**src/rsac_defs.svh**
```systemverilog
/*
  Constants for the request size and alignment codec: register byte
  offsets, register field positions, format and transaction codes, frame
  lengths and receive buffer field positions.
  Assumes it is included by its bare name from the codec sources.
*/
`ifndef RSAC_DEFS_SVH
`define RSAC_DEFS_SVH
`define RSAC_A_CTRL 8'h00
`define RSAC_A_TXHDR 8'h04
`define RSAC_A_TXADDR 8'h08
`define RSAC_A_TXXADDR 8'h0c
`define RSAC_A_TXDHI 8'h10
`define RSAC_A_TXDLO 8'h14
`define RSAC_A_STAT 8'h18
`define RSAC_A_RXHDR 8'h1c
`define RSAC_A_RXADDR 8'h20
`define RSAC_A_RXXADDR 8'h24
`define RSAC_A_RXSIZE 8'h28
`define RSAC_C_GO 0
`define RSAC_C_MODE 2:1
`define RSAC_C_XAM 5:4
`define RSAC_H_FT 3:0
`define RSAC_H_TT 7:4
`define RSAC_H_SZ 11:8
`define RSAC_H_WP 12
`define RSAC_H_TAG 23:16
`define RSAC_H_XAM 25:24
`define RSAC_S_BUSY 0
`define RSAC_S_REF 1
`define RSAC_S_RXERR 2
`define RSAC_S_RXDONE 3
`define RSAC_S_W1C 3:1
`define RSAC_FT_IMPL 4'h0
`define RSAC_FT_READ 4'h2
`define RSAC_FT_WRITE 4'h5
`define RSAC_TT_PLAIN 4'h4
`define RSAC_TT_NOTIFY 4'h5
`define RSAC_TT_ATOM_LO 4'hc
`define RSAC_TT_W_ATOM_HI 4'he
`define RSAC_SZ_MULTI_W 4'he
`define RSAC_HLEN34 8'd52
`define RSAC_HLEN50 8'd68
`define RSAC_HLEN66 8'd84
`define RSAC_DLEN 8'd64
`define RSAC_RBUF_LEN 8'd148
`define RSAC_RBUF_TOP 8'd147
`define RSAC_R_FT 147:144
`define RSAC_R_TT 143:140
`define RSAC_R_SZ 139:136
`define RSAC_R_TAG 135:128
`define RSAC_R34_A 127:99
`define RSAC_R34_WP 98
`define RSAC_R34_XAM 97:96
`define RSAC_R50_XA 127:112
`define RSAC_R50_A 111:83
`define RSAC_R50_WP 82
`define RSAC_R50_XAM 81:80
`define RSAC_R66_XA 127:96
`define RSAC_R66_A 95:67
`define RSAC_R66_WP 66
`define RSAC_R66_XAM 65:64
`define RSAC_ADW 31:3
`endif

```
**src/rsac_pkg.sv**
```systemverilog
/*
  Types shared by the request size and alignment codec.
  Assumes nothing beyond a SystemVerilog compiler.
*/
package rsac_pkg;
  typedef enum logic [2:0] {
    RSAC_IDLE = 3'b001,
    RSAC_HDR = 3'b010,
    RSAC_DATA = 3'b100
  } rsac_state_t;
  typedef enum logic [1:0] {
    RSAC_M34 = 2'b00,
    RSAC_M50 = 2'b01,
    RSAC_M66 = 2'b10
  } rsac_mode_t;
endpackage

```
**src/rsac_codec.sv**
```systemverilog
/*
  Request header codec: builds read and write request frames from
  registers and sends them MSB first as a bit stream, and parses received
  request frames into registers with size decode and error flags.
  Assumes tx and rx streams come from logic on mclk, and a register master
  that never issues read and write strobes together.
*/
// The placing of the registers and the strobed register port are this design's own decisions.
`timescale 1ns/100ps
`include "rsac_defs.svh"
module rsac_codec
  import rsac_pkg::*;
(
  input wire logic mclk,
  input wire logic srst,
  input wire logic [7:0] reg_addr,
  input wire logic [31:0] reg_wdata,
  input wire logic reg_wr,
  input wire logic reg_rd,
  output logic [31:0] reg_rdata,
  output logic tx_valid,
  input wire logic tx_ready,
  output logic tx_bit,
  output logic tx_last,
  input wire logic rx_valid,
  input wire logic rx_bit,
  input wire logic rx_last,
  output logic rx_done,
  output logic rx_error
);
  rsac_state_t state, next_state;
  logic [1:0] mode, next_mode;
  logic [1:0] xam, next_xam;
  logic [31:0] txhdr, next_txhdr;
  logic [31:0] txaddr, next_txaddr;
  logic [31:0] txxaddr, next_txxaddr;
  logic [63:0] txdata, next_txdata;
  logic [3:1] stat, next_stat;
  logic [83:0] sh, next_sh;
  logic [7:0] bcnt, next_bcnt;
  logic has_data, next_has_data;
  logic [147:0] rbuf, next_rbuf, nb;
  logic [7:0] rcnt, next_rcnt;
  logic [31:0] rxhdr, next_rxhdr;
  logic [31:0] rxaddr, next_rxaddr;
  logic [31:0] rxxaddr, next_rxxaddr;
  logic [31:0] rxsize, next_rxsize;
  logic next_rx_done, next_rx_error;
  logic [31:0] next_rdata;
  logic [7:0] tx_lanes, rx_lanes;
  logic [8:0] tx_bytes, rx_bytes;
  logic tx_rsv, rx_rsv;
  logic [63:0] tx_dmask;
  logic [83:0] hdr;
  logic [7:0] hlen, rhlen, rlen;
  logic [3:0] tx_ft, tx_tt, rx_ft, rx_tt, rx_sz;
  logic tx_tt_ok, tx_ok, go, busy, wr_ok, fire, rx_end;
  logic [28:0] rx_a;
  logic rx_wp;
  logic [1:0] rx_xam;
  logic [31:0] rx_xa;
  logic rx_ft_rsv, rx_known, rx_tt_bad, rx_bad;

  assign tx_ft = txhdr[`RSAC_H_FT];
  assign tx_tt = txhdr[`RSAC_H_TT];
  assign busy = (state != RSAC_IDLE);
  assign fire = tx_valid && tx_ready;
  assign rx_end = rx_valid && rx_last;

  rsac_size_dec u_tx_size (
    .wdptr(txhdr[`RSAC_H_WP]),
    .size(txhdr[`RSAC_H_SZ]),
    .is_write(tx_ft == `RSAC_FT_WRITE),
    .lanes(tx_lanes),
    .bytes(tx_bytes),
    .rsv(tx_rsv)
  );
  rsac_size_dec u_rx_size (
    .wdptr(rx_wp),
    .size(rx_sz),
    .is_write(rx_ft == `RSAC_FT_WRITE),
    .lanes(rx_lanes),
    .bytes(rx_bytes),
    .rsv(rx_rsv)
  );

  // Expand the lane mask to bits; lanes outside the mask are padded zero.
  genvar gi;
  generate
    for (gi = 0; gi < 8; gi++) begin : g_lane
      assign tx_dmask[8*gi +: 8] = {8{tx_lanes[gi]}};
    end
  endgenerate

  // Only read-class and write-class frames with legal codes are sent.
  always_comb begin
    tx_tt_ok = 1'b0;
    if (tx_ft == `RSAC_FT_READ) begin
      tx_tt_ok = (tx_tt == `RSAC_TT_PLAIN) || (tx_tt >= `RSAC_TT_ATOM_LO);
    end else if (tx_ft == `RSAC_FT_WRITE) begin
      tx_tt_ok = (tx_tt == `RSAC_TT_PLAIN) || (tx_tt == `RSAC_TT_NOTIFY) ||
                 ((tx_tt >= `RSAC_TT_ATOM_LO) && (tx_tt <= `RSAC_TT_W_ATOM_HI));
    end
  end
  assign tx_ok = tx_tt_ok && !tx_rsv && (mode != 2'b11);
  assign go = reg_wr && (reg_addr == `RSAC_A_CTRL) && reg_wdata[`RSAC_C_GO];
  assign wr_ok = reg_wr && !busy;

  // Header is left aligned; address field drops byte bits 2..0.
  always_comb begin
    case (mode)
      RSAC_M50: begin
        hdr = {txhdr[`RSAC_H_FT], tx_tt, txhdr[`RSAC_H_SZ], txhdr[`RSAC_H_TAG],
               txxaddr[15:0], txaddr[`RSAC_ADW], txhdr[`RSAC_H_WP], xam,
               16'h0000};
        hlen = `RSAC_HLEN50;
      end
      RSAC_M66: begin
        hdr = {txhdr[`RSAC_H_FT], tx_tt, txhdr[`RSAC_H_SZ], txhdr[`RSAC_H_TAG],
               txxaddr, txaddr[`RSAC_ADW], txhdr[`RSAC_H_WP], xam};
        hlen = `RSAC_HLEN66;
      end
      default: begin
        hdr = {txhdr[`RSAC_H_FT], tx_tt, txhdr[`RSAC_H_SZ], txhdr[`RSAC_H_TAG],
               txaddr[`RSAC_ADW], txhdr[`RSAC_H_WP], xam,
               32'h0000_0000};
        hlen = `RSAC_HLEN34;
      end
    endcase
  end

  // Transmit sequencer: header bits, then one payload double-word for writes.
  // A multi-word write sends one double-word; the size code is only a ceiling.
  always_comb begin
    next_state = state;
    next_sh = sh;
    next_bcnt = bcnt;
    next_has_data = has_data;
    case (state)
      RSAC_IDLE: begin
        if (go && tx_ok) begin
          next_state = RSAC_HDR;
          next_sh = hdr;
          next_bcnt = hlen;
          next_has_data = (tx_ft == `RSAC_FT_WRITE);
        end
      end
      RSAC_HDR: begin
        if (fire) begin
          next_sh = {sh[82:0], 1'b0};
          next_bcnt = bcnt - 8'd1;
          if (bcnt == 8'd1) begin
            if (has_data) begin
              next_state = RSAC_DATA;
              next_sh = {txdata & tx_dmask, 20'h00000};
              next_bcnt = `RSAC_DLEN;
            end else begin
              next_state = RSAC_IDLE;
            end
          end
        end
      end
      RSAC_DATA: begin
        if (fire) begin
          next_sh = {sh[82:0], 1'b0};
          next_bcnt = bcnt - 8'd1;
          if (bcnt == 8'd1) begin
            next_state = RSAC_IDLE;
          end
        end
      end
      default: next_state = RSAC_IDLE;
    endcase
  end
  assign tx_valid = busy;
  assign tx_bit = sh[83];
  assign tx_last = (bcnt == 8'd1) && ((state == RSAC_DATA) || ((state == RSAC_HDR) && !has_data));

  // Receive: bits fill a left-aligned buffer; extra bits past the end are dropped.
  always_comb begin
    nb = rbuf;
    next_rcnt = rcnt;
    if (rx_valid && (rcnt < `RSAC_RBUF_LEN)) begin
      nb[`RSAC_RBUF_TOP - rcnt] = rx_bit;
      next_rcnt = rcnt + 8'd1;
    end
    rlen = next_rcnt;
    next_rbuf = nb;
    if (rx_end) begin
      next_rbuf = '0;
      next_rcnt = 8'd0;
    end
  end

  // Field extraction follows the one system-wide address width setting.
  assign rx_ft = nb[`RSAC_R_FT];
  assign rx_tt = nb[`RSAC_R_TT];
  assign rx_sz = nb[`RSAC_R_SZ];
  always_comb begin
    case (mode)
      RSAC_M50: begin
        rx_a = nb[`RSAC_R50_A];
        rx_wp = nb[`RSAC_R50_WP];
        rx_xam = nb[`RSAC_R50_XAM];
        rx_xa = {16'h0000, nb[`RSAC_R50_XA]};
        rhlen = `RSAC_HLEN50;
      end
      RSAC_M66: begin
        rx_a = nb[`RSAC_R66_A];
        rx_wp = nb[`RSAC_R66_WP];
        rx_xam = nb[`RSAC_R66_XAM];
        rx_xa = nb[`RSAC_R66_XA];
        rhlen = `RSAC_HLEN66;
      end
      default: begin
        rx_a = nb[`RSAC_R34_A];
        rx_wp = nb[`RSAC_R34_WP];
        rx_xam = nb[`RSAC_R34_XAM];
        rx_xa = 32'h0000_0000;
        rhlen = `RSAC_HLEN34;
      end
    endcase
  end

  always_comb begin
    case (rx_ft)
      4'h1, 4'h3, 4'h4, 4'h7, 4'h9, 4'ha, 4'hb: rx_ft_rsv = 1'b1;
      default: rx_ft_rsv = 1'b0;
    endcase
    rx_known = (rx_ft == `RSAC_FT_READ) || (rx_ft == `RSAC_FT_WRITE);
    rx_tt_bad = 1'b0;
    if (rx_ft == `RSAC_FT_READ) begin
      rx_tt_bad = !((rx_tt == `RSAC_TT_PLAIN) || (rx_tt >= `RSAC_TT_ATOM_LO));
    end else if (rx_ft == `RSAC_FT_WRITE) begin
      rx_tt_bad = !((rx_tt == `RSAC_TT_PLAIN) || (rx_tt == `RSAC_TT_NOTIFY) ||
                    ((rx_tt >= `RSAC_TT_ATOM_LO) && (rx_tt <= `RSAC_TT_W_ATOM_HI)));
    end
    // Unused trailing bits are never inspected; only short frames matter.
    rx_bad = rx_ft_rsv || (rx_known && (rx_tt_bad || rx_rsv || (rlen < rhlen) ||
             (mode == 2'b11)));
  end

  // Register file and receive results.
  always_comb begin
    next_mode = mode;
    next_xam = xam;
    next_txhdr = txhdr;
    next_txaddr = txaddr;
    next_txxaddr = txxaddr;
    next_txdata = txdata;
    next_rxhdr = rxhdr;
    next_rxaddr = rxaddr;
    next_rxxaddr = rxxaddr;
    next_rxsize = rxsize;
    next_rx_done = 1'b0;
    next_rx_error = 1'b0;
    next_stat = stat;
    // Transmit settings are frozen while a frame is on the wire.
    if (wr_ok) begin
      case (reg_addr)
        `RSAC_A_CTRL: begin
          next_mode = reg_wdata[`RSAC_C_MODE];
          next_xam = reg_wdata[`RSAC_C_XAM];
        end
        `RSAC_A_TXHDR: next_txhdr = reg_wdata & 32'h00ff_1fff;
        `RSAC_A_TXADDR: next_txaddr = reg_wdata;
        `RSAC_A_TXXADDR: next_txxaddr = reg_wdata;
        `RSAC_A_TXDHI: next_txdata[63:32] = reg_wdata;
        `RSAC_A_TXDLO: next_txdata[31:0] = reg_wdata;
        default: ;
      endcase
    end
    if (reg_wr && (reg_addr == `RSAC_A_STAT)) begin
      next_stat = stat & ~reg_wdata[`RSAC_S_W1C];
    end
    if (go && (busy || !tx_ok)) begin
      next_stat[`RSAC_S_REF] = 1'b1;
    end
    if (rx_end && (rx_ft != `RSAC_FT_IMPL)) begin
      next_rx_done = 1'b1;
      next_rx_error = rx_bad;
      next_stat[`RSAC_S_RXDONE] = 1'b1;
      if (rx_bad) begin
        next_stat[`RSAC_S_RXERR] = 1'b1;
      end
      next_rxhdr = {6'h00, rx_xam, nb[`RSAC_R_TAG], 3'h0, rx_wp, rx_sz, rx_tt, rx_ft};
      next_rxaddr = {rx_a, 3'b000};
      next_rxxaddr = rx_xa;
      next_rxsize = {7'h00, rx_rsv, 7'h00, rx_bytes, rx_lanes};
    end
    next_rdata = 32'h0000_0000;
    if (reg_rd) begin
      case (reg_addr)
        `RSAC_A_CTRL: next_rdata = {26'h0, xam, 1'b0, mode, 1'b0};
        `RSAC_A_TXHDR: next_rdata = txhdr;
        `RSAC_A_TXADDR: next_rdata = txaddr;
        `RSAC_A_TXXADDR: next_rdata = txxaddr;
        `RSAC_A_TXDHI: next_rdata = txdata[63:32];
        `RSAC_A_TXDLO: next_rdata = txdata[31:0];
        `RSAC_A_STAT: next_rdata = {28'h0, stat, busy};
        `RSAC_A_RXHDR: next_rdata = rxhdr;
        `RSAC_A_RXADDR: next_rdata = rxaddr;
        `RSAC_A_RXXADDR: next_rdata = rxxaddr;
        `RSAC_A_RXSIZE: next_rdata = rxsize;
        default: next_rdata = 32'h0000_0000;
      endcase
    end
  end

  always_ff @(posedge mclk) begin
    if (srst) begin
      state <= RSAC_IDLE;
      sh <= '0;
      bcnt <= 8'd0;
      has_data <= 1'b0;
      rbuf <= '0;
      rcnt <= 8'd0;
      mode <= 2'b00;
      xam <= 2'b00;
      txhdr <= 32'h0;
      txaddr <= 32'h0;
      txxaddr <= 32'h0;
      txdata <= 64'h0;
      stat <= 3'h0;
      rxhdr <= 32'h0;
      rxaddr <= 32'h0;
      rxxaddr <= 32'h0;
      rxsize <= 32'h0;
      rx_done <= 1'b0;
      rx_error <= 1'b0;
      reg_rdata <= 32'h0;
    end else begin
      state <= next_state;
      sh <= next_sh;
      bcnt <= next_bcnt;
      has_data <= next_has_data;
      rbuf <= next_rbuf;
      rcnt <= next_rcnt;
      mode <= next_mode;
      xam <= next_xam;
      txhdr <= next_txhdr;
      txaddr <= next_txaddr;
      txxaddr <= next_txxaddr;
      txdata <= next_txdata;
      stat <= next_stat;
      rxhdr <= next_rxhdr;
      rxaddr <= next_rxaddr;
      rxxaddr <= next_rxxaddr;
      rxsize <= next_rxsize;
      rx_done <= next_rx_done;
      rx_error <= next_rx_error;
      reg_rdata <= next_rdata;
    end
  end
endmodule

```
**src/rsac_size_dec.sv**
```systemverilog
/*
  Word-pointer and size-code decoder: lane mask, byte count and a flag
  for reserved combinations, for reads and for writes.
  Assumes purely combinational use by the codec core.
*/
`timescale 1ns/100ps
module rsac_size_dec (
  input wire logic wdptr,
  input wire logic [3:0] size,
  input wire logic is_write,
  output logic [7:0] lanes,
  output logic [8:0] bytes,
  output logic rsv
);
  // Mask bit 7 is lane 0, the most significant byte of the double-word.
  always_comb begin
    lanes = 8'h00;
    bytes = 9'h000;
    rsv = 1'b0;
    case (size)
      4'h0, 4'h1, 4'h2, 4'h3: begin
        lanes = 8'h80 >> {wdptr, size[1:0]};
        bytes = 9'h001;
      end
      4'h4: begin
        lanes = wdptr ? 8'h0c : 8'hc0;
        bytes = 9'h002;
      end
      4'h5: begin
        lanes = wdptr ? 8'h07 : 8'he0;
        bytes = 9'h003;
      end
      4'h6: begin
        lanes = wdptr ? 8'h03 : 8'h30;
        bytes = 9'h002;
      end
      4'h7: begin
        lanes = wdptr ? 8'h1f : 8'hf8;
        bytes = 9'h005;
      end
      4'h8: begin
        lanes = wdptr ? 8'h0f : 8'hf0;
        bytes = 9'h004;
      end
      4'h9: begin
        lanes = wdptr ? 8'h3f : 8'hfc;
        bytes = 9'h006;
      end
      4'ha: begin
        lanes = wdptr ? 8'h7f : 8'hfe;
        bytes = 9'h007;
      end
      4'hb: begin
        lanes = 8'hff;
        bytes = wdptr ? 9'h010 : 9'h008;
      end
      default: begin
        lanes = 8'hff;
        if (!is_write) begin
          bytes = {4'({1'b0, size[1:0], wdptr} + 4'h1), 5'h00};
        end else if (wdptr) begin
          case (size)
            4'hc: bytes = 9'h040;
            4'hd: bytes = 9'h080;
            4'hf: bytes = 9'h100;
            default: rsv = 1'b1;
          endcase
        end else if (size == 4'hc) begin
          bytes = 9'h020;
        end else begin
          rsv = 1'b1;
        end
        if (rsv) begin
          lanes = 8'h00;
        end
      end
    endcase
  end
endmodule
```
**config.mk**
```make
export PLATFORM = sky130hd
export DESIGN_NAME = rsac_codec
export DESIGN_NICKNAME = d
export VERILOG_FILES = /design/src/rsac_pkg.sv /design/src/rsac_codec.sv /design/src/rsac_size_dec.sv
export VERILOG_INCLUDE_DIRS = /design/src /design/src/src
export SDC_FILE = /design/constraint.sdc
export NUM_CORES = 1
export LEC_CHECK = 0
export BUFFER_PORTS_ARGS = -buffer_cell sky130_fd_sc_hd__buf_2
export CELL_PAD_IN_SITES_DETAIL_PLACEMENT = 1
export CELL_PAD_IN_SITES_GLOBAL_PLACEMENT = 1
export CORE_ASPECT_RATIO = 1.25
export CORE_UTILIZATION = 45
export DETAILED_ROUTE_END_ITERATION = 7
export PLACE_DENSITY_LB_ADDON = 0.1
export SLEW_MARGIN = 10
export SYNTH_ARGS = -nofsm -noshare
export SYNTH_HDL_FRONTEND = slang
export SYNTH_SLANG_ARGS = --single-unit
```
**constraint.sdc**
```tcl
create_clock -name mclk -period 4.6 [get_ports mclk]
set_clock_uncertainty 0.2 [all_clocks]
set_input_delay 0.46 -clock mclk [delete_from_list [all_inputs] [get_ports mclk]]
set_output_delay 0.46 -clock mclk [all_outputs]
set_load 0.01 [all_outputs]
```
==> summary.md, run 1 <==
| Metric | Value |
|---|---|
| Status | `finished, violations left` |
| Failing checks | `design-rule violations` |
| CP Max Fanout | `23` |
| Crit path to | `stat[2]` |
| Flops & latches, synth | `480` |
| Cell Rows | `89` |
| Sequential fraction of the synthesis area | `0.439` |
| CTS Buffer Depth | `3` |
| Worst setup path startpoint | `rcnt[3]` |
| Worst Path Required | `4.88 ns` |
| Synth cell types | `76` |
| # diodes | `0` |
| TritonCTS clock tree | `yes` |
| Cells on worst reg2reg path | `10` |
| Crit path depth | `10` |
| Min Clock Period, post-route | `3.80 ns` |
| Crit path DAT | `4.08 ns` |
| Core area | `47,500 µm²` |
| Hold path depth | `3` |
| Root buffer cell | `clkbuf_16` |
| Synth Area in Compound Gates | `0.267` |
| Synthesized-area fraction occupied by adder cells | `0.00790` |
| Setup repair after global routing missed its margin | `false` |
| Post-synthesis instance area | `21,900 µm²` |
| Initial Utilization | `0.460` |
| Fin crit share | `0.825` |
| Asr flop ratio synth | `0` |
| Gate power share | `0.038` |
| Mux contribution to synthesized area | `0.0589` |
| Hold Path Class | `primary input to flip-flop` |
| Fin Setup TNS | `0 ns` |
| Pre-Repair DR Iteration Count | `8` |
| CP Class | `flip-flop to flip-flop` |
| Vias per cell | `6.52` |
| Highest-count cells in the layout ignoring fill and taps | `dfxtp_1 (480), nand2_1 (437), nor2_1 (286)` |
| Vias in the first global route | `21.6k` |
| R2R Path End | `stat[2]` |
| Largest net degree at the start of global routing | `153` |
| Final Hold Fails | `0` |
| Commonest non-fill, non-tap cell in the layout | `dfxtp_1` |
| CTS clk-pin slew, worst paths | `0.06 ns` |
| Peak VDD IR | `0.275 mV` |
| Die height | `248 µm` |
| TritonCTS buffer count | `51` |
| Clk sinks | `480` |
| Max_cap viols | `0` |
| Seq pwr share | `0.487` |
| Slowest stage delay, CP | `0.79 ns` |
| Synth Area in Simple Gates | `0.177` |
| Routability congestion estimate | `0.936` |
| Crit-path leading delay family | `simple AND/OR/NAND/NOR gates` |
| Sw Ratio | `0.235` |
| Psw | `2030 µW` |
| Port bufs | `84` |
| Top FF cell, synth | `dfxtp_1` |
| Post-synthesis area per instance | `8.28 µm²` |
| Clk_lat worst skew | `0.63 ns` |
| WP buf/inv | `0` |
| Rel. slew slack | `0.154` |
| DRC | `13` |
| Die W | `199 µm` |
| Layout area overhead | `13.7%` |
| Most common cell on crit path | `nand3_1` |
| Mapped Nets | `2,703` |
| Layout fillers | `5,656` |
| Placed Cells | `3,199` |
| Xor and xnor area share after synthesis | `0.00401` |
| First-pass GRT wire length | `138,000 µm` |
| Power Dens Cells | `347 nW/µm²` |
| 1st-iter DRT viols | `2,415` |
| Share of cells above drive strength 1 | `0.104` |
| Critical-path cell list | `and3_1 > nand3_1 > nor2_1 > xor2_1 > ha_1 > nand3_1 > o311a_1 > or4_1 > a221oi_1 > o21ai_0` |
| Max Slew Vio Count | `0` |
| Final setup vio count | `0` |
| Wire length per cell | `27.8 µm` |
| Syn. warnings | `0` |
| Syn Inst Count | `2,642` |
| Worst r2r src | `rcnt[3]` |
| Largest family of logic cells by synthesized area | `compound AO/OA/AOI/OAI gates` |
| Static Leak | `0.00815 µW` |
| Worst path slowest cell | `dfxtp_1` |
| Post-synth EDFFs | `0` |
| Fmax | `263 MHz` |
| Cell Count, Final, Fillers Out | `3,320` |
| Nets | `2,707` |
| Top Ports | `85` |
| Pint | `6600 µW` |
| Initial antenna violation count | `1` |
| Post-cts resize count | `0` |
| Clock H-tree levels | `2` |
| Die ar. | `49,500 µm²` |
| Endpoint class of the critical path | `flip-flop` |
| Post-DP HPWL | `65,300 µm` |
| R2R setup slack | `0.80 ns` |
| Slew @ Worst Pin | `1.26 ns` |
| Startpoint types | `flip-flop` |
| Clock share of power | `0.475` |
| GRT Total Usage | `0.369` |
| DR vias | `21.6k` |
| WL final | `92,300 µm` |
| GRT overflow | `0` |
| Post-route ant nets | `0` |
metal layers:
metal	part of all wire	up-vias	GRT usage
li1	-	9699	-
met1	0.39	10800	0.448
met2	0.48	892	0.610
met3	0.065	250	0.0538
met4	0.068	2	0.224
met5	0.00014	-	0
worst min path at each step:
stage	startpoint	slack, ns	to
after global routing	reg_wdata[6]	0.009	txaddr[6]
after detailed placement	rxxaddr[26]	0.25	rxxaddr[26]
after CTS	reg_wdata[6]	0.0007	txaddr[6]
after floorplan	rxxaddr[16]	0.23	rxxaddr[16]
final	reg_wdata[10]	0.03	txdata[10]
after global placement	rxxaddr[16]	0.24	rxxaddr[16]
flip-flops by register name (all words and copies together), names as in the netlist:
register	flops
bcnt	8
has_data	1
mode	2
rbuf	84
rcnt	8
reg_rdata	32
rx_done	1
rx_error	1
rxaddr	29
rxhdr	23
rxsize	18
rxxaddr	32
sh	84
stat	3
state	3
txaddr	32
txdata	64
txhdr	21
txxaddr	32
xam	2
timing repair:
item / CTS / global route
endpoints found under the hold margin: 137 / 0
setup buffers: 0 / 0
hold buffers: 31 / 0
worst reg2reg max path, stage by stage (launching register included):
cell and delay (ns):
dfxtp_1 0.79, and3_1 0.37, nand3_1 0.25, nor2_1 0.22
xor2_1 0.10, ha_1 0.32, nand3_1 0.08, o311a_1 0.37
or4_1 0.48, a221oi_1 0.37, o21ai_0 0.12
stage by stage:
step | hold WS, ns | instance area [µm²] | setup slack, ns | total power [µW] | utilization
after floorplan | 0.225 | 21900 | 1.05 | 4450 | -
after detailed placement | 0.246 | 22900 | 0.832 | 4600 | 0.483
after global placement | 0.238 | 22900 | 1.00 | 4590 | 0.483
after global routing | 0.00882 | 24900 | 0.549 | 8850 | 0.523
final | 0.0337 | 24900 | 0.804 | 8630 | 0.523
after CTS | 0.000732 | 24900 | 0.819 | 8660 | 0.523
synthesized netlist by cell type, types with 5 or more instances:
cell / instances / area share
nor2b_1: 15 / 0.0043
a21o_1: 10 / 0.0034
and2_1: 7 / 0.0020
a22oi_1: 92 / 0.032
nand3_1: 40 / 0.0092
a32o_1: 9 / 0.0041
o22ai_1: 13 / 0.0037
o21a_1: 6 / 0.0021
nand4_1: 10 / 0.0029
a21oi_1: 226 / 0.052
nand2b_1: 12 / 0.0034
xnor2_1: 5 / 0.0020
a221oi_1: 23 / 0.0092
o211ai_1: 21 / 0.0072
dfxtp_1: 480 / 0.44
o21ai_0: 117 / 0.027
a31oi_1: 29 / 0.0083
or3_1: 6 / 0.0017
nor3b_1: 5 / 0.0017
inv_1: 22 / 0.0038
nand2_1: 440 / 0.076
nor2_1: 292 / 0.050
a222oi_1: 94 / 0.043
o221ai_1: 16 / 0.0064
nor4_1: 19 / 0.0054
clkbuf_1: 206 / 0.035
a211oi_1: 105 / 0.036
a211o_1: 5 / 0.0020
and3_1: 5 / 0.0014
mux2_2: 14 / 0.0072
xor2_1: 5 / 0.0020
buf_1: 10 / 0.0017
ha_1: 13 / 0.0074
buf_2: 17 / 0.0039
or4_1: 7 / 0.0024
o211a_1: 10 / 0.0046
a22o_1: 29 / 0.012
nor3_1: 30 / 0.0069
mux2i_1: 113 / 0.052
power by group through the flow:
| stage | registers (µW) | logic, µW | clock network [µW] |
|---|---|---|---|
| 2_1_floorplan | 4290 | 167 | 0 |
| 3_3_place_gp | 4300 | 294 | 0 |
| 3_5_place_dp | 4300 | 301 | 0 |
| 4_1_cts | 4200 | 324 | 4130 |
| 5_1_grt | 4210 | 346 | 4300 |
| 6_report | 4210 | 329 | 4100 |
logic make-up after synthesis:
logic type | count (synthesis)
AO/OA/AOI/OAI | 839
XOR/XNOR | 10
adder cells (fa/ha/maj) | 14
buffers and inverters | 259
flip-flops | 480
multiplexers | 127
AND/OR/NAND/NOR | 913
layout make-up:
cell class / count / area [µm²] / share of cell area
well taps: 637 / 797 / 0.0320
repair buffers: 186 / 1390 / 0.0557
inverters: 24 / 90.1 / 0.00362
clock inverters: 7 / 77.6 / 0.00312
clock buffers: 83 / 1540 / 0.0618
multi-input cells: 1903 / 11400 / 0.457
flip-flops and latches: 480 / 9610 / 0.386
No activity file was read; power rests on OpenSTA's default activity.
==> run 2: changes to the inputs <==
--- a/config.mk
+++ b/config.mk
@@ -6,6 +6,7 @@
 export SDC_FILE = /design/constraint.sdc
 export NUM_CORES = 1
 export LEC_CHECK = 0
+export ABC_AREA = 1
 export BUFFER_PORTS_ARGS = -buffer_cell sky130_fd_sc_hd__buf_2
 export CELL_PAD_IN_SITES_DETAIL_PLACEMENT = 1
 export CELL_PAD_IN_SITES_GLOBAL_PLACEMENT = 1
==> constraint.sdc (replaced) <==
create_clock -name mclk -period 3.6 [get_ports mclk]
set_clock_uncertainty 0.2 [all_clocks]
set_input_delay 0.36 -clock mclk [delete_from_list [all_inputs] [get_ports mclk]]
set_output_delay 0.36 -clock mclk [all_outputs]
set_load 0.01 [all_outputs]
==> run 2 against run 1 <==
  * The flow now finishes without violations
  * Core utilization rose by 0.69 points
  * Cell count rose by 13%
  * Largest cell class unchanged
  * Critical endpoint is now rxxaddr[15]
  * Clock power rose by 34%
  * Sequential power rose by 50%
  * Combinational power grew to 7.5 times the previous value
  * Synthesized cell count up 13%
  * Final area is 2.9% higher
  * Critical path type unchanged
  * Routed wire length grew 6.3%
  * Global-route usage rose by 2.4 points
  * Area after synthesis up 0.66%
  * Count of clock-buffer cells in the layout down 12
==> summary.md, run 2 <==
| Metric | Value |
|---|---|
| Cells on worst reg2reg path | `9` |
| GRT overflow | `0` |
| Port bufs | `84` |
| Flops & latches, synth | `480` |
| Post-cts resize count | `0` |
| Asr flop ratio synth | `0` |
| Post-synth top area share | `0.437` |
| Cell Rows | `90` |
| Post-synthesis area per instance | `7.35 µm²` |
| Initial Utilization | `0.456` |
| Syn. warnings | `0` |
| Dpl ws | `0.435 ns` |
| Cell Count, Final, Fillers Out | `3,760` |
| Die height | `249 µm` |
| Worst hold slack | `0.0113 ns` |
| Clk_lat worst skew | `0.61 ns` |
| WL met1 | `37,200 µm` |
| Setup repair after global routing missed its margin | `false` |
| TritonCTS clock tree | `yes` |
| Crit path DAT | `3.48 ns` |
| Worst setup path startpoint | `rcnt[5]` |
| DR vias | `22.9k` |
| Post-synthesis instance area | `22,000 µm²` |
| DRC | `0` |
| Static Leak | `0.00970 µW` |
| Fin crit share | `0.888` |
| CP Class | `flip-flop to flip-flop` |
| Status | `finished clean` |
| Worst r2r src | `rcnt[5]` |
| Final Hold Fails | `0` |
| CTS clk-pin slew, worst paths | `0.06 ns` |
| Crit path to | `rxxaddr[15]` |
| Highest-count cells in the layout ignoring fill and taps | `dfxtp_1 (480), nor2_1 (403), nand2_1 (355)` |
| Total setup buffers inserted after CTS | `0` |
| WL final | `98,200 µm` |
| Wire length per cell | `26.1 µm` |
| Seq pwr share | `0.442` |
| Max layer used | `met5` |
| Hold Path Class | `primary input to flip-flop` |
| Commonest non-fill, non-tap cell in the layout | `dfxtp_1` |
| Worst Path Required | `3.88 ns` |
| Setup slack after layout | `0.401 ns` |
| Placed Cells | `3,631` |
| Vias per cell | `6.09` |
| Top Ports | `85` |
| 1st-iter DRT viols | `1,556` |
| R2R Path End | `rxxaddr[15]` |
| Reg area | `9610 µm²` |
| Largest net degree at the start of global routing | `181` |
| Mapped Nets | `3,057` |
| CP Max Fanout | `8` |
| Fin Setup TNS | `0 ns` |
| Slew @ Worst Pin | `1.19 ns` |
| Clock H-tree levels | `2` |
| Main area contributors after synthesis | `dfxtp_1 (44%), o21ai_0 (7.6%), nor2_1 (7.0%), nand2_1 (6.1%), a21oi_1 (5.6%)` |
| Gate power share | `0.173` |
| Met2 routed WL | `48,000 µm` |
| Top cells by count, synth | `dfxtp_1 (480), nor2_1 (412), nand2_1 (355), o21ai_0 (334), inv_1 (283)` |
| Max Slew Vio Count | `0` |
| Top FF cell, synth | `dfxtp_1` |
| Largest area contributor in the netlist | `dfxtp_1` |
| Routability congestion estimate | `1.04` |
| Endpoint class of the critical path | `flip-flop` |
| Syn Inst Count | `2,996` |
| Psw | `4320 µW` |
| Max_cap viols | `0` |
| Post-DP HPWL | `72,000 µm` |
| GRT Total Usage | `0.393` |
| Post-route ant nets | `0` |
| Most frequent cell after synthesis | `dfxtp_1` |
| Hold_buf cts | `34` |
| Multi-input gate area | `10,500 µm²` |
| Final setup vio count | `0` |
| Clock share of power | `0.385` |
| Die ar. | `49,800 µm²` |
| Layout area overhead | `16.3%` |
| Met3 wire len | `4950 µm` |
| Pint | `9930 µW` |
| First-pass GRT wire length | `146,000 µm` |
| Fmax | `313 MHz` |
| Power, Total | `14,300 µW` |
| Share of cells above drive strength 1 | `0.104` |
| Min Clock Period, post-route | `3.20 ns` |
| # diodes | `0` |
| Pre-Repair DR Iteration Count | `5` |
| Power Dens Cells | `557 nW/µm²` |
| TritonCTS buffer count | `51` |
| Largest registers | `rbuf x84, sh x84, txdata x64` |
| Clk sinks | `480` |
| Initial antenna violation count | `1` |
| Vias in the first global route | `23.3k` |
| Sw Ratio | `0.303` |
| Nets | `3,135` |
| Root buffer cell | `clkbuf_16` |
| Startpoint types | `flip-flop` |
| Peak VDD IR | `0.378 mV` |
| Rel. slew slack | `0.201` |
| Die W | `200 µm` |
| Synth cell types | `49` |
| Post-synth EDFFs | `0` |
| R2R setup slack | `0.40 ns` |
| Sequential fraction of the synthesis area | `0.437` |
| Core area | `48,300 µm²` |
| CTS Buffer Depth | `3` |
| Layout fillers | `5,992` |
-- run 2: cell types whose count changed in the layout (fill, tap and decap cells not counted), sizes merged, moves of 36 or more --
cell,before,now
o21ai,118,341
nand2,440,359
o22ai,13,117
buf,155,191
inv,24,297
nand3,40,134
a22oi,92,52
nor2,292,424
a222oi,94,0
mux2i,113,41
-- run 2: stage by stage --
step / utilization / area (µm²)
finish: 0.530 / 25600
global placement: 0.487 / 23500
detailed placement: 0.487 / 23500
global route: 0.530 / 25600
CTS: 0.530 / 25600
floorplan: - / 22000
-- run 2: area by class of cell --
class | instances | area share
inverters | 297 | 0.0438
multi-input cells | 2019 | 0.412
well taps | 644 | 0.0315
clock buffers | 71 | 0.0579
repair buffers | 225 | 0.0705
clock inverters | 24 | 0.00938
flip-flops and latches | 480 | 0.375
-- run 2: logic make-up after synthesis --
| kind of cell | share of synthesized area |
|---|---|
| AO/OA/AOI/OAI | 0.265 |
| multiplexers | 0.0186 |
| AND/OR/NAND/NOR | 0.182 |
| adder cells (fa/ha/maj) | 0.00739 |
| buffers and inverters | 0.0869 |
| XOR/XNOR | 0.00398 |
| flip-flops | 0.437 |
-- run 2: critical path: stages, from the launching register on --
cell     delay [ns]
dfxtp_1        0.46
inv_1          0.13
nor3_1         0.45
nand2_1        0.33
nor3_1         0.73
a21oi_1        0.15
inv_1          0.18
o22ai_1        0.09
o21ai_0        0.27
a21oi_1        0.08
-- run 2: power groups by stage --
stage / Combinational, µW / Sequential [µW] / Clock [µW]
floorplan: 1550 / 6260 / 0
global route: 2720 / 6350 / 5730
detailed placement: 2390 / 6390 / 0
global placement: 2300 / 6370 / 0
finish: 2460 / 6300 / 5490
CTS: 2430 / 6280 / 5530
-- run 2: how the worst min path moves through the flow --
stage	cells past startpoint	to	startpoint	slack, ns
5_1_grt	6	state[1]	tx_ready	0.06
2_1_floorplan	2	rxxaddr[4]	rxxaddr[4]	0.22
3_3_place_gp	2	rxxaddr[5]	rxxaddr[5]	0.23
4_1_cts	6	state[1]	tx_ready	0.002
6_report	6	state[1]	tx_ready	0.01
3_5_place_dp	2	rxxaddr[5]	rxxaddr[5]	0.25
-- run 2: metal layers --
metal / vias up / global-route usage
met5: - / 0
met4: 2 / 0.287
met3: 330 / 0.0548
met2: 814 / 0.667
met1: 11300 / 0.444
li1: 10500 / -
